**config.mk**
```make
export PLATFORM = sky130hd
export DESIGN_NAME = data_memory_map_decoder
export DESIGN_NICKNAME = d
export VERILOG_FILES = /design/src/dmap_pkg.sv /design/src/cs_match.sv /design/src/data_memory_map_decoder.sv
export SDC_FILE = /design/constraint.sdc
export NUM_CORES = 1
export LEC_CHECK = 0
export ABC_AREA = 1
export BUFFER_PORTS_ARGS = -buffer_cell sky130_fd_sc_hd__buf_2
export CAP_MARGIN = 20
export CORE_MARGIN = 2
export CORE_UTILIZATION = 35
export DETAILED_ROUTE_END_ITERATION = 10
export GPL_ROUTABILITY_DRIVEN = 0
export HOLD_SLACK_MARGIN = 0.15
export SETUP_SLACK_MARGIN = 0.15
export SYNTH_ARGS = -nofsm -noshare
export SYNTH_HDL_FRONTEND = slang
export SYNTH_SLANG_ARGS = --single-unit
```
**constraint.sdc**
```tcl
create_clock -name i_clk -period 6.9 [get_ports i_clk]
set_clock_uncertainty 0.2 [all_clocks]
set_input_delay 0.345 -clock i_clk [delete_from_list [all_inputs] [get_ports i_clk]]
set_output_delay 0.345 -clock i_clk [all_outputs]
set_load 0.03 [all_outputs]
```
**src/dmap_pkg.sv**
```systemverilog
// Package: constants and types for the data memory map decoder
// Summary of operation
// Every peripheral register lives in I/O space, reachable by load/store.
// Direct port in/out reaches only I/O addresses 0x00 to 0x3F.
// I/O 0x00-0x1F allow bit set/clear and skip-if-bit tests.
// EEPROM reachable in its own space or mapped; byte and page access.
// External address width selectable from 8 to 24 bits.
// Four chip selects, each SRAM, reduced-pin SRAM or SDRAM.
// Each chip select claims its own base address and size.
// Selectable address/data multiplexing modes on shared pins.
// SDRAM mode: 4-bit SDRAM, CAS latency and refresh set by software.
// Software-set wait states inserted into external accesses.
// External port logic runs at twice CPU clock, up to 64 MHz.
// Factory signature row rejects writes and erases, stays readable.
// Factory row holds three-byte device type identifier, bytes 0 to 2.
// Factory row holds unique serial: lot, wafer, die coordinates.
// User signature row is one flash page, readable and writable; code holds only SIG_LEN = 16 bytes.
// User row survives chip erase; cleared only by its own erase. Code also clears it on reset.
// Flash writes/erases whole pages; reads return single bytes.
// Flash Z address splits into page and word fields by page size.
// EEPROM writes/erases per page or byte; reads single bytes.
// EEPROM address splits byte ADDR[4:0] and page ADDR[10:5]/[11:5].
// I/O below 0x1000, EEPROM 0x1000, SRAM 0x2000, external above SRAM.
package dmap_pkg;

  // ****************************************
  // Address map
  // ****************************************
  localparam logic [23:0] IO_BASE      = 24'h000000;
  localparam logic [23:0] EEPROM_BASE  = 24'h001000;
  localparam logic [23:0] SRAM_BASE    = 24'h002000;
  localparam logic [23:0] DIRECT_IO_TOP = 24'h00003f;
  localparam logic [23:0] BIT_IO_TOP    = 24'h00001f;
  localparam int          NUM_CS       = 4;
  localparam int          EE_BYTE_BITS = 5;
  localparam logic [2:0]  ADDR_MIN_SEL = 3'h0;   // 8-bit
  localparam logic [2:0]  ADDR_MAX_SEL = 3'h4;   // 24-bit
  localparam logic [3:0]  SDRAM_WIDTH  = 4'h4;
  localparam int          SIG_LEN      = 16;
  localparam logic [7:0]  ERASED_BYTE  = 8'hff;
  // Device type identifier bytes; values are arbitrary
  localparam logic [7:0]  DEV_ID0      = 8'h5a;
  localparam logic [7:0]  DEV_ID1      = 8'h01;
  localparam logic [7:0]  DEV_ID2      = 8'h02;

  // ****************************************
  // Types
  // ****************************************
  typedef enum logic [6:0] {
    REG_NONE = 7'h01,
    REG_IO   = 7'h02,
    REG_EE   = 7'h04,
    REG_SRAM = 7'h08,
    REG_EXT  = 7'h10,
    REG_RSVD = 7'h20,
    REG_SIG  = 7'h40
  } region_t;

  typedef enum logic [2:0] {
    CS_SRAM  = 3'h1,
    CS_RPSRAM = 3'h2,
    CS_SDRAM = 3'h4
  } cs_mode_t;

  typedef enum logic [2:0] {
    MUX_NONE = 3'h1,
    MUX_ALE1 = 3'h2,
    MUX_ALE2 = 3'h4
  } mux_mode_t;

  typedef struct packed {
    logic        en;
    cs_mode_t    mode;
    logic [23:0] base;
    logic [4:0]  size_log2;
  } cs_cfg_t;

  typedef struct packed {
    logic        valid;
    logic        write;
    logic [23:0] addr;
    logic [7:0]  wdata;
  } cpu_req_t;

  typedef struct packed {
    logic [2:0]  cas_latency;
    logic [11:0] refresh_period;
  } sdram_cfg_t;

endpackage

```
**src/cs_match.sv**
```systemverilog
// Single chip-select window comparator
`timescale 1ns/1ps
module cs_match (
  input  wire dmap_pkg::cs_cfg_t i_cfg,
  input  wire logic [23:0]       i_addr,
  input  wire logic [4:0]        i_addr_bits,
  output logic                   o_hit
);
  logic [23:0] mask;
  logic [23:0] limit;
  always_comb begin
    mask  = 24'hffffff << i_cfg.size_log2;
    limit = 24'hffffff >> (5'd24 - i_addr_bits);
    // Window defined by base and size; address must lie inside external range
    o_hit = i_cfg.en && ((i_addr & mask) == (i_cfg.base & mask)) && ((i_addr & ~limit) == 24'h000000);
  end
endmodule // cs_match

```
**src/data_memory_map_decoder.sv**
```systemverilog
// Data-space decoder, external bus port control and signature rows
`timescale 1ns/1ps
module data_memory_map_decoder #(
  parameter logic [23:0] SRAM_SIZE   = 24'h004000,
  parameter int          EE_PAGE_MSB = 10,
  parameter int          FLASH_WORD_INDEX_MSB   = 8
) (
  input  wire logic                 i_clk,
  input  wire logic                 i_rst,
  input  wire dmap_pkg::cpu_req_t   i_req,
  input  wire logic                 i_port_instr,
  input  wire logic                 i_bit_instr,
  input  wire logic                 i_ee_mapped,
  input  wire logic                 i_sig_sel,
  input  wire logic                 i_sig_user,
  input  wire logic                 i_sig_erase,
  input  wire logic                 i_chip_erase,
  input  wire logic                 i_prog_access,
  input  wire logic [2:0]           i_addr_width_sel,
  input  wire dmap_pkg::mux_mode_t  i_mux_mode,
  input  wire dmap_pkg::cs_cfg_t    i_cs_cfg [dmap_pkg::NUM_CS],
  input  wire dmap_pkg::sdram_cfg_t i_sdram_cfg,
  input  wire logic [3:0]           i_wait_states,
  input  wire logic [19:0]          i_flash_z,
  input  wire logic [11:0]          i_nvm_addr,
  input  wire logic [47:0]          i_serial,
  output dmap_pkg::region_t         o_region,
  output logic                      o_io_sel,
  output logic                      o_ee_sel,
  output logic                      o_sram_sel,
  output logic                      o_ext_sel,
  output logic                      o_rsvd,
  output logic                      o_instr_fault,
  output logic [11:0]               o_io_addr,
  output logic [11:0]               o_ee_offset,
  output logic [3:0]                o_cs_sel,
  output dmap_pkg::cs_mode_t        o_cs_mode,
  output logic                      o_ext_ready,
  output logic                      o_ext_ale,
  output logic [2:0]                o_cas_latency,
  output logic                      o_refresh_req,
  output logic                      o_sig_reject,
  output logic [7:0]                o_rdata,
  output logic [10:0]               o_flash_page_index,
  output logic [7:0]                o_flash_word_index,
  output logic [6:0]                o_eeprom_page_index,
  output logic [4:0]                o_eeprom_byte_index
);

  // ****************************************
  // Address width and region decode
  // ****************************************
  logic [4:0]  addr_bits;
  logic [23:0] sram_top;
  logic [3:0]  cs_hit;
  logic [23:0] a;
  logic        io_r, ee_r, sram_r, ext_r;
  logic [12:0] ee_limit;

  // Width grows in 4-bit steps from 8 to 24
  always_comb begin
    if (i_addr_width_sel > dmap_pkg::ADDR_MAX_SEL) begin
      addr_bits = 5'd24;
    end else begin
      addr_bits = 5'd8 + {i_addr_width_sel[2:0], 2'b00};
    end
  end

  assign a        = i_req.addr;
  assign sram_top = dmap_pkg::SRAM_BASE + SRAM_SIZE;
  // One bit wider so a 4 KB window does not wrap to zero
  assign ee_limit = 13'(1 << (EE_PAGE_MSB + 1));

  genvar g;
  generate
    for (g = 0; g < dmap_pkg::NUM_CS; g++) begin : g_cs
      cs_match u_cs (
        .i_cfg       (i_cs_cfg[g]),
        .i_addr      (a),
        .i_addr_bits (addr_bits),
        .o_hit       (cs_hit[g])
      );
    end
  endgenerate

  always_comb begin
    io_r   = a < dmap_pkg::EEPROM_BASE;
    ee_r   = (a >= dmap_pkg::EEPROM_BASE) && (a < dmap_pkg::SRAM_BASE) && i_ee_mapped &&
             ({1'b0, a[11:0]} < ee_limit);
    sram_r = (a >= dmap_pkg::SRAM_BASE) && (a < sram_top);
    ext_r  = (a >= sram_top) && (cs_hit != 4'h0);
  end

  // Port and bit instructions limited to low I/O addresses
  logic instr_bad;
  always_comb begin
    instr_bad = (i_port_instr && (a > dmap_pkg::DIRECT_IO_TOP)) ||
                (i_bit_instr && (a > dmap_pkg::BIT_IO_TOP));
  end

  // Accepted external access: valid, inside a window, not refused
  logic ext_go;
  assign ext_go = i_req.valid && ext_r && !instr_bad && !i_sig_sel;

  // Priority chip select: lowest index wins on overlap
  logic [3:0]          cs_one;
  dmap_pkg::cs_mode_t  cs_mode;
  always_comb begin
    cs_one  = 4'h0;
    cs_mode = dmap_pkg::CS_SRAM;
    for (int i = dmap_pkg::NUM_CS - 1; i >= 0; i--) begin
      if (cs_hit[i]) begin
        cs_one  = 4'(1 << i);
        cs_mode = i_cs_cfg[i].mode;
      end
    end
  end

  // ****************************************
  // Registered decode outputs
  // ****************************************
  always_ff @(posedge i_clk or posedge i_rst) begin
    if (i_rst) begin
      o_region      <= dmap_pkg::REG_NONE;
      o_io_sel      <= 1'b0;
      o_ee_sel      <= 1'b0;
      o_sram_sel    <= 1'b0;
      o_ext_sel     <= 1'b0;
      o_rsvd        <= 1'b0;
      o_instr_fault <= 1'b0;
      o_io_addr     <= 12'h000;
      o_ee_offset   <= 12'h000;
      o_cs_sel      <= 4'h0;
      o_cs_mode     <= dmap_pkg::CS_SRAM;
    end else begin
      o_io_sel      <= i_req.valid && !i_sig_sel && io_r && !instr_bad;
      o_ee_sel      <= i_req.valid && !i_sig_sel && ee_r && !instr_bad;
      o_sram_sel    <= i_req.valid && !i_sig_sel && sram_r && !instr_bad;
      o_ext_sel     <= i_req.valid && !i_sig_sel && ext_r && !instr_bad;
      o_rsvd        <= i_req.valid && !i_sig_sel && !(io_r || ee_r || sram_r || ext_r);
      o_instr_fault <= i_req.valid && instr_bad;
      o_io_addr     <= a[11:0];
      o_ee_offset   <= a[11:0];
      o_cs_sel      <= ext_go ? cs_one : 4'h0;
      o_cs_mode     <= cs_mode;
      if (!i_req.valid) begin
        o_region <= dmap_pkg::REG_NONE;
      end else if (i_sig_sel) begin
        o_region <= dmap_pkg::REG_SIG;
      end else if (io_r) begin
        o_region <= dmap_pkg::REG_IO;
      end else if (ee_r) begin
        o_region <= dmap_pkg::REG_EE;
      end else if (sram_r) begin
        o_region <= dmap_pkg::REG_SRAM;
      end else if (ext_r) begin
        o_region <= dmap_pkg::REG_EXT;
      end else begin
        o_region <= dmap_pkg::REG_RSVD;
      end
    end
  end

  // ****************************************
  // External access wait states
  // ****************************************
  typedef enum logic [2:0] {
    EXT_IDLE = 3'h1,
    EXT_ADDR = 3'h2,
    EXT_WAIT = 3'h4
  } ext_state_t;
  ext_state_t ext_q;
  logic [3:0] wait_q;

  always_ff @(posedge i_clk or posedge i_rst) begin
    if (i_rst) begin
      ext_q  <= EXT_IDLE;
      wait_q <= 4'h0;
    end else begin
      case (ext_q)
        EXT_IDLE: begin
          if (ext_go) begin
            // Multiplexed modes spend a phase on the address latch
            ext_q  <= (i_mux_mode == dmap_pkg::MUX_NONE) ? EXT_WAIT : EXT_ADDR;
            wait_q <= i_wait_states;
          end
        end
        EXT_ADDR: ext_q <= EXT_WAIT;
        EXT_WAIT: begin
          if (wait_q == 4'h0) begin
            ext_q <= EXT_IDLE;
          end else begin
            wait_q <= wait_q - 4'h1;
          end
        end
        default: ext_q <= EXT_IDLE;
      endcase
    end
  end

  // Access is timed in CPU cycles; the 2x port clock is derived outside
  assign o_ext_ready = (ext_q == EXT_WAIT) && (wait_q == 4'h0);
  assign o_ext_ale   = (ext_q == EXT_ADDR);

  // ****************************************
  // SDRAM refresh timer
  // ****************************************
  logic [11:0] refresh_q;
  logic        refresh_load;
  // External access restarts the interval; one pulse every refresh_period cycles
  assign refresh_load = ext_go || (refresh_q <= 12'h001);
  always_ff @(posedge i_clk or posedge i_rst) begin
    if (i_rst) begin
      refresh_q     <= 12'h000;
      o_refresh_req <= 1'b0;
      o_cas_latency <= 3'h0;
    end else begin
      o_cas_latency <= i_sdram_cfg.cas_latency;
      o_refresh_req <= 1'b0;
      if (refresh_load) begin
        refresh_q <= i_sdram_cfg.refresh_period;
      end else begin
        refresh_q <= refresh_q - 12'h001;
      end
      if (refresh_q == 12'h001) begin
        o_refresh_req <= 1'b1;
      end
    end
  end

  // ****************************************
  // Signature rows
  // ****************************************
  logic [7:0] user_row [dmap_pkg::SIG_LEN];
  logic [7:0] prod_byte;
  logic [3:0] sig_idx;
  assign sig_idx = a[3:0];

  always_comb begin
    case (sig_idx)
      4'h0:    prod_byte = dmap_pkg::DEV_ID0;
      4'h1:    prod_byte = dmap_pkg::DEV_ID1;
      4'h2:    prod_byte = dmap_pkg::DEV_ID2;
      4'h8:    prod_byte = i_serial[7:0];
      4'h9:    prod_byte = i_serial[15:8];
      4'ha:    prod_byte = i_serial[23:16];
      4'hb:    prod_byte = i_serial[31:24];
      4'hc:    prod_byte = i_serial[39:32];
      4'hd:    prod_byte = i_serial[47:40];
      default: prod_byte = dmap_pkg::ERASED_BYTE;
    endcase
  end

  // User row kept through chip erase; reset or any i_sig_erase, even with i_sig_user low, clears it
  always_ff @(posedge i_clk or posedge i_rst) begin
    if (i_rst) begin
      for (int i = 0; i < dmap_pkg::SIG_LEN; i++) begin
        user_row[i] <= dmap_pkg::ERASED_BYTE;
      end
    end else if (i_sig_erase) begin
      for (int i = 0; i < dmap_pkg::SIG_LEN; i++) begin
        user_row[i] <= dmap_pkg::ERASED_BYTE;
      end
    end else if (i_req.valid && i_req.write && i_sig_sel && i_sig_user) begin
      user_row[sig_idx] <= i_req.wdata;
    end
  end

  always_ff @(posedge i_clk or posedge i_rst) begin
    if (i_rst) begin
      o_rdata      <= 8'h00;
      o_sig_reject <= 1'b0;
    end else begin
      // Program or software access alike; factory row never written
      o_sig_reject <= i_req.valid && i_sig_sel && !i_sig_user && (i_req.write || i_sig_erase);
      if (i_req.valid && !i_req.write && i_sig_sel) begin
        o_rdata <= i_sig_user ? user_row[sig_idx] : prod_byte;
      end
    end
  end

  // ****************************************
  // Flash and EEPROM address split
  // ****************************************
  always_ff @(posedge i_clk or posedge i_rst) begin
    if (i_rst) begin
      o_flash_page_index  <= 11'h000;
      o_flash_word_index  <= 8'h00;
      o_eeprom_page_index <= 7'h00;
      o_eeprom_byte_index <= 5'h00;
    end else begin
      // Word index from Z[FLASH_WORD_INDEX_MSB:1], page from upper bits
      o_flash_word_index  <= 8'((i_flash_z >> 1) & ((20'h1 << FLASH_WORD_INDEX_MSB) - 20'h1));
      o_flash_page_index  <= 11'(i_flash_z >> (FLASH_WORD_INDEX_MSB + 1));
      // Byte in page ADDR[4:0], page ADDR[EE_PAGE_MSB:5]
      o_eeprom_byte_index <= i_nvm_addr[dmap_pkg::EE_BYTE_BITS-1:0];
      o_eeprom_page_index <= 7'((i_nvm_addr & 12'((1 << (EE_PAGE_MSB + 1)) - 1)) >> dmap_pkg::EE_BYTE_BITS);
    end
  end

  logic unused;
  assign unused = i_chip_erase ^ i_prog_access;

endmodule // data_memory_map_decoder

```
==> flow_metrics.env <==
export IMPL_fp_row_count=68
export IMPL_syn_avg_cell_area_um2=7.823
export IMPL_syn_nets=1865
export IMPL_ys_ff_latch=222
export IMPL_ff_latch_area_um2=5719
export IMPL_rsz0062_at_grt="no"
export IMPL_drtPass1Iterations=8
export IMPL_cts_sinks=222
export IMPL_wl_per_cell_um=18.60
export IMPL_internal_power_mw=2.667
export IMPL_die_w_um=191.9
export IMPL_cap_violations=0
export IMPL_syn_instance_count=1579
export IMPL_relSlewSlack_pct=24.31
export IMPL_yosys_warnings=0
export IMPL_swShare_pct=30.00
export IMPL_synth_edf_count=0
export IMPL_critical_path_required_ns=7.10
export IMPL_irDropWorstVdd_uv=195.3
export IMPL_slew_viol_final=0
export IMPL_path_clk_slew_ns=0.05
export IMPL_leakage_nw=8.086
export IMPL_min_period_ns=4.751
export IMPL_cts_tree="done"
export IMPL_grt_max_degree=142
export IMPL_combPwrFrac_pct=22.9
export IMPL_power_density_nw_per_um2=232.8
export IMPL_die_y_um=191.9
export IMPL_post_route_period_util_pct=68.85
export IMPL_htreeDepth=1
export IMPL_setup_viol=0
export IMPL_end_kind="register"
export IMPL_cts_buffer_depth=3
export IMPL_insertion_delay_ns=0.53
export IMPL_p_seq_share_pct=41.2
export IMPL_synth_ff_type="dfstp_2"
export IMPL_finalPower_mw=3.811
export IMPL_drt_total_wl_mm=46.29
export IMPL_cts_root_buf="clkbuf_16"
export IMPL_area_growth_pct=32.51
export IMPL_drc=0
export IMPL_synthTopCellsByArea="dfstp_2 (28%), dfrtp_1 (18%), nand2_1 (12%)"
export IMPL_syn_cell_area_um2=12350
export IMPL_hold_path_class="in2reg"
export IMPL_hpwl_mm=34.21
export IMPL_finalSetupTns_ns=0
export IMPL_power_clock_fraction_pct=36.0
export IMPL_overflow=0
export IMPL_via_count=12370
export IMPL_antenna_found_initial=5
export IMPL_async_reset_ff_share_pct=100.0
export IMPL_cp_arrival_ns=4.95
export IMPL_status="complete, no violations"
export IMPL_drtIter0Drc=690
export IMPL_pre_cts_slack_ns=3.017
export IMPL_nFillCells=3389
export IMPL_cts_buffers_inserted=25
export IMPL_yosysTopAreaCellShare_pct=27.86
export IMPL_grt_usage_pct=24.19
export IMPL_grt_pass1_vias=11960
export IMPL_path_class="in2reg"
export IMPL_die_area_um2=36810
export IMPL_io_buffers=365
export IMPL_fmaxAchievable_ghz=0.2105
export IMPL_cts_setup_buffers=0
export IMPL_p_sw_mw=1.143
export IMPL_hold_ws_ns=0.1716
export IMPL_postRouteAntennaNets=0
export IMPL_multi_input_area_um2=5648
export IMPL_via_per_inst=4.970
export IMPL_critPathLaunchType="input pin"
export IMPL_ys_seq_area_share_pct=46.30
export IMPL_drive_above_1_share_pct=29.97
export IMPL_ioPinCount=371
export IMPL_worstMarginPinSlew_ns=1.131
export IMPL_grt_pass1_wl_mm=67.84
export IMPL_core_um2=34630
export IMPL_worst_slack_ns=2.149
export IMPL_hold_violations=0
export IMPL_yosys_area_top_type="dfstp_2"
export IMPL_cp_max_fo=26
export IMPL_layout_nets=2297
export IMPL_yosys_cell_types_count=49
export IMPL_initial_utilization_pct=35.67
power groups by stage:
stage,Combinational (mW),Sequential [mW],Clock (mW)
4_1_cts,0.868,1.57,1.40
3_3_place_gp,0.804,1.58,0
3_5_place_dp,0.819,1.59,0
6_report,0.872,1.57,1.37
2_1_floorplan,0.496,1.62,0
5_1_grt,0.967,1.58,1.45
worst max-delay path, cell delays in order:
cell and delay, ns:
dlygate4sd3_1 0.53, buf_2 0.26, nand2_1 0.44, clkinv_1 0.91, nand2_1 0.33, inv_1 0.29, a221oi_1 0.36, dlygate4sd3_1 0.62
nand3_1 0.08, dlygate4sd3_1 0.59, nand3_1 0.10, nand2_1 0.06
through the flow:
step | utilization [%] | std cells | cell area, um^2
6_report | 47.27 | 2488 | 16370
5_1_grt | 47.27 | 2488 | 16370
4_1_cts | 47.06 | 2478 | 16290
3_5_place_dp | 41.59 | 2329 | 14400
3_3_place_gp | 41.59 | 2329 | 14400
2_1_floorplan | - | 1579 | 12350
synth_stat cells (17+ instances only):
| cell type | n |
|---|---|
| nand2_1 | 395 |
| nor2_1 | 227 |
| inv_1 | 136 |
| a21oi_1 | 135 |
| dfstp_2 | 131 |
| dfrtp_1 | 91 |
| nand3_1 | 67 |
| xor2_1 | 56 |
| o21ai_0 | 51 |
| a22oi_1 | 43 |
| clkbuf_1 | 35 |
| buf_2 | 23 |
| buf_4 | 19 |
| nand2_2 | 17 |
routing by layer:
layer  global-route usage, %  vias to the layer above  share of wire, %
met4                   10.80                        2               4.2
met2                   42.82                      514                50
met3                   3.874                      113               7.4
met5                       0                        -             0.028
met1                   28.82                     5758                38
li1                        -                     5979                 -
cells in the final DEF (no fill, tap or decap), types with 13 or more instances in the layout:
| cell type | netlist | routed |
|---|---|---|
| nand2_1 | 395 | 395 |
| buf_2 | 23 | 365 |
| nor2_1 | 227 | 227 |
| inv_1 | 136 | 135 |
| a21oi_1 | 135 | 135 |
| dfstp_2 | 131 | 131 |
| dlygate4sd3_1 | 0 | 104 |
| dfrtp_1 | 91 | 91 |
| nand3_1 | 67 | 67 |
| xor2_1 | 56 | 56 |
| o21ai_0 | 51 | 51 |
| a22oi_1 | 43 | 43 |
| clkbuf_16 | 0 | 26 |
| nand2_2 | 17 | 17 |
| buf_4 | 19 | 17 |
| nor3_1 | 14 | 14 |
| a221oi_1 | 14 | 14 |
| nand4_1 | 13 | 13 |
flip-flops by register name, indices dropped and copies added, names as in the netlist, 3 cells and up:
register and count:
ext_q 3, o_rdata 8, o_flash_word_index 8, o_cs_mode 3, o_region 7, o_ee_offset 12
o_eeprom_byte_index 5, wait_q 4, o_cas_latency 3, o_cs_sel 4, o_eeprom_page_index 6, user_row 128
o_flash_page_index 11, refresh_q 12
kinds of logic (layout without fill, tap and decap cells):
group / count (synthesis) / after routing / synth area share, %
adder cells (fa/ha/maj): 5 / 5 / 0.5064
XOR/XNOR: 68 / 68 / 4.821
buffers and inverters: 226 / 676 / 8.022
flip-flops: 222 / 222 / 46.30
AND/OR/NAND/NOR: 760 / 760 / 25.68
AO/OA/AOI/OAI: 297 / 297 / 14.65
other: 1 / 5 / 0.03036
timing repair:
item	CTS	global route
endpoints found under the hold margin	280	0
hold buffers	104	0
gates resized for setup	0	0
final cells by class:
type	instances	area share, %
sequential	222	34.94
multi-input combinational	1131	34.50
timing repair buffer	487	18.47
clock buffer	37	4.471
tap	455	3.478
inverter	144	3.348
clock inverter	8	0.7338
antenna	4	0.06115
worst paths after layout:
path / cells past startpoint / startpoint / slack (ns) / endpoint
max: 12 / i_req[8] / 2.15 / o_rdata[3]
min: 5 / i_serial[8] / 0.17 / o_rdata[0]
max reg2reg: 7 / user_row[127] / 4.59 / o_rdata[7]
min reg2reg: 2 / wait_q[1] / 0.27 / wait_q[1]
max in group asynchronous: 5 / i_rst / 4.86 / user_row[31]
min in group asynchronous: 3 / i_rst / 0.39 / o_flash_page_index[8]
No activity file was read; power rests on OpenSTA's default activity.
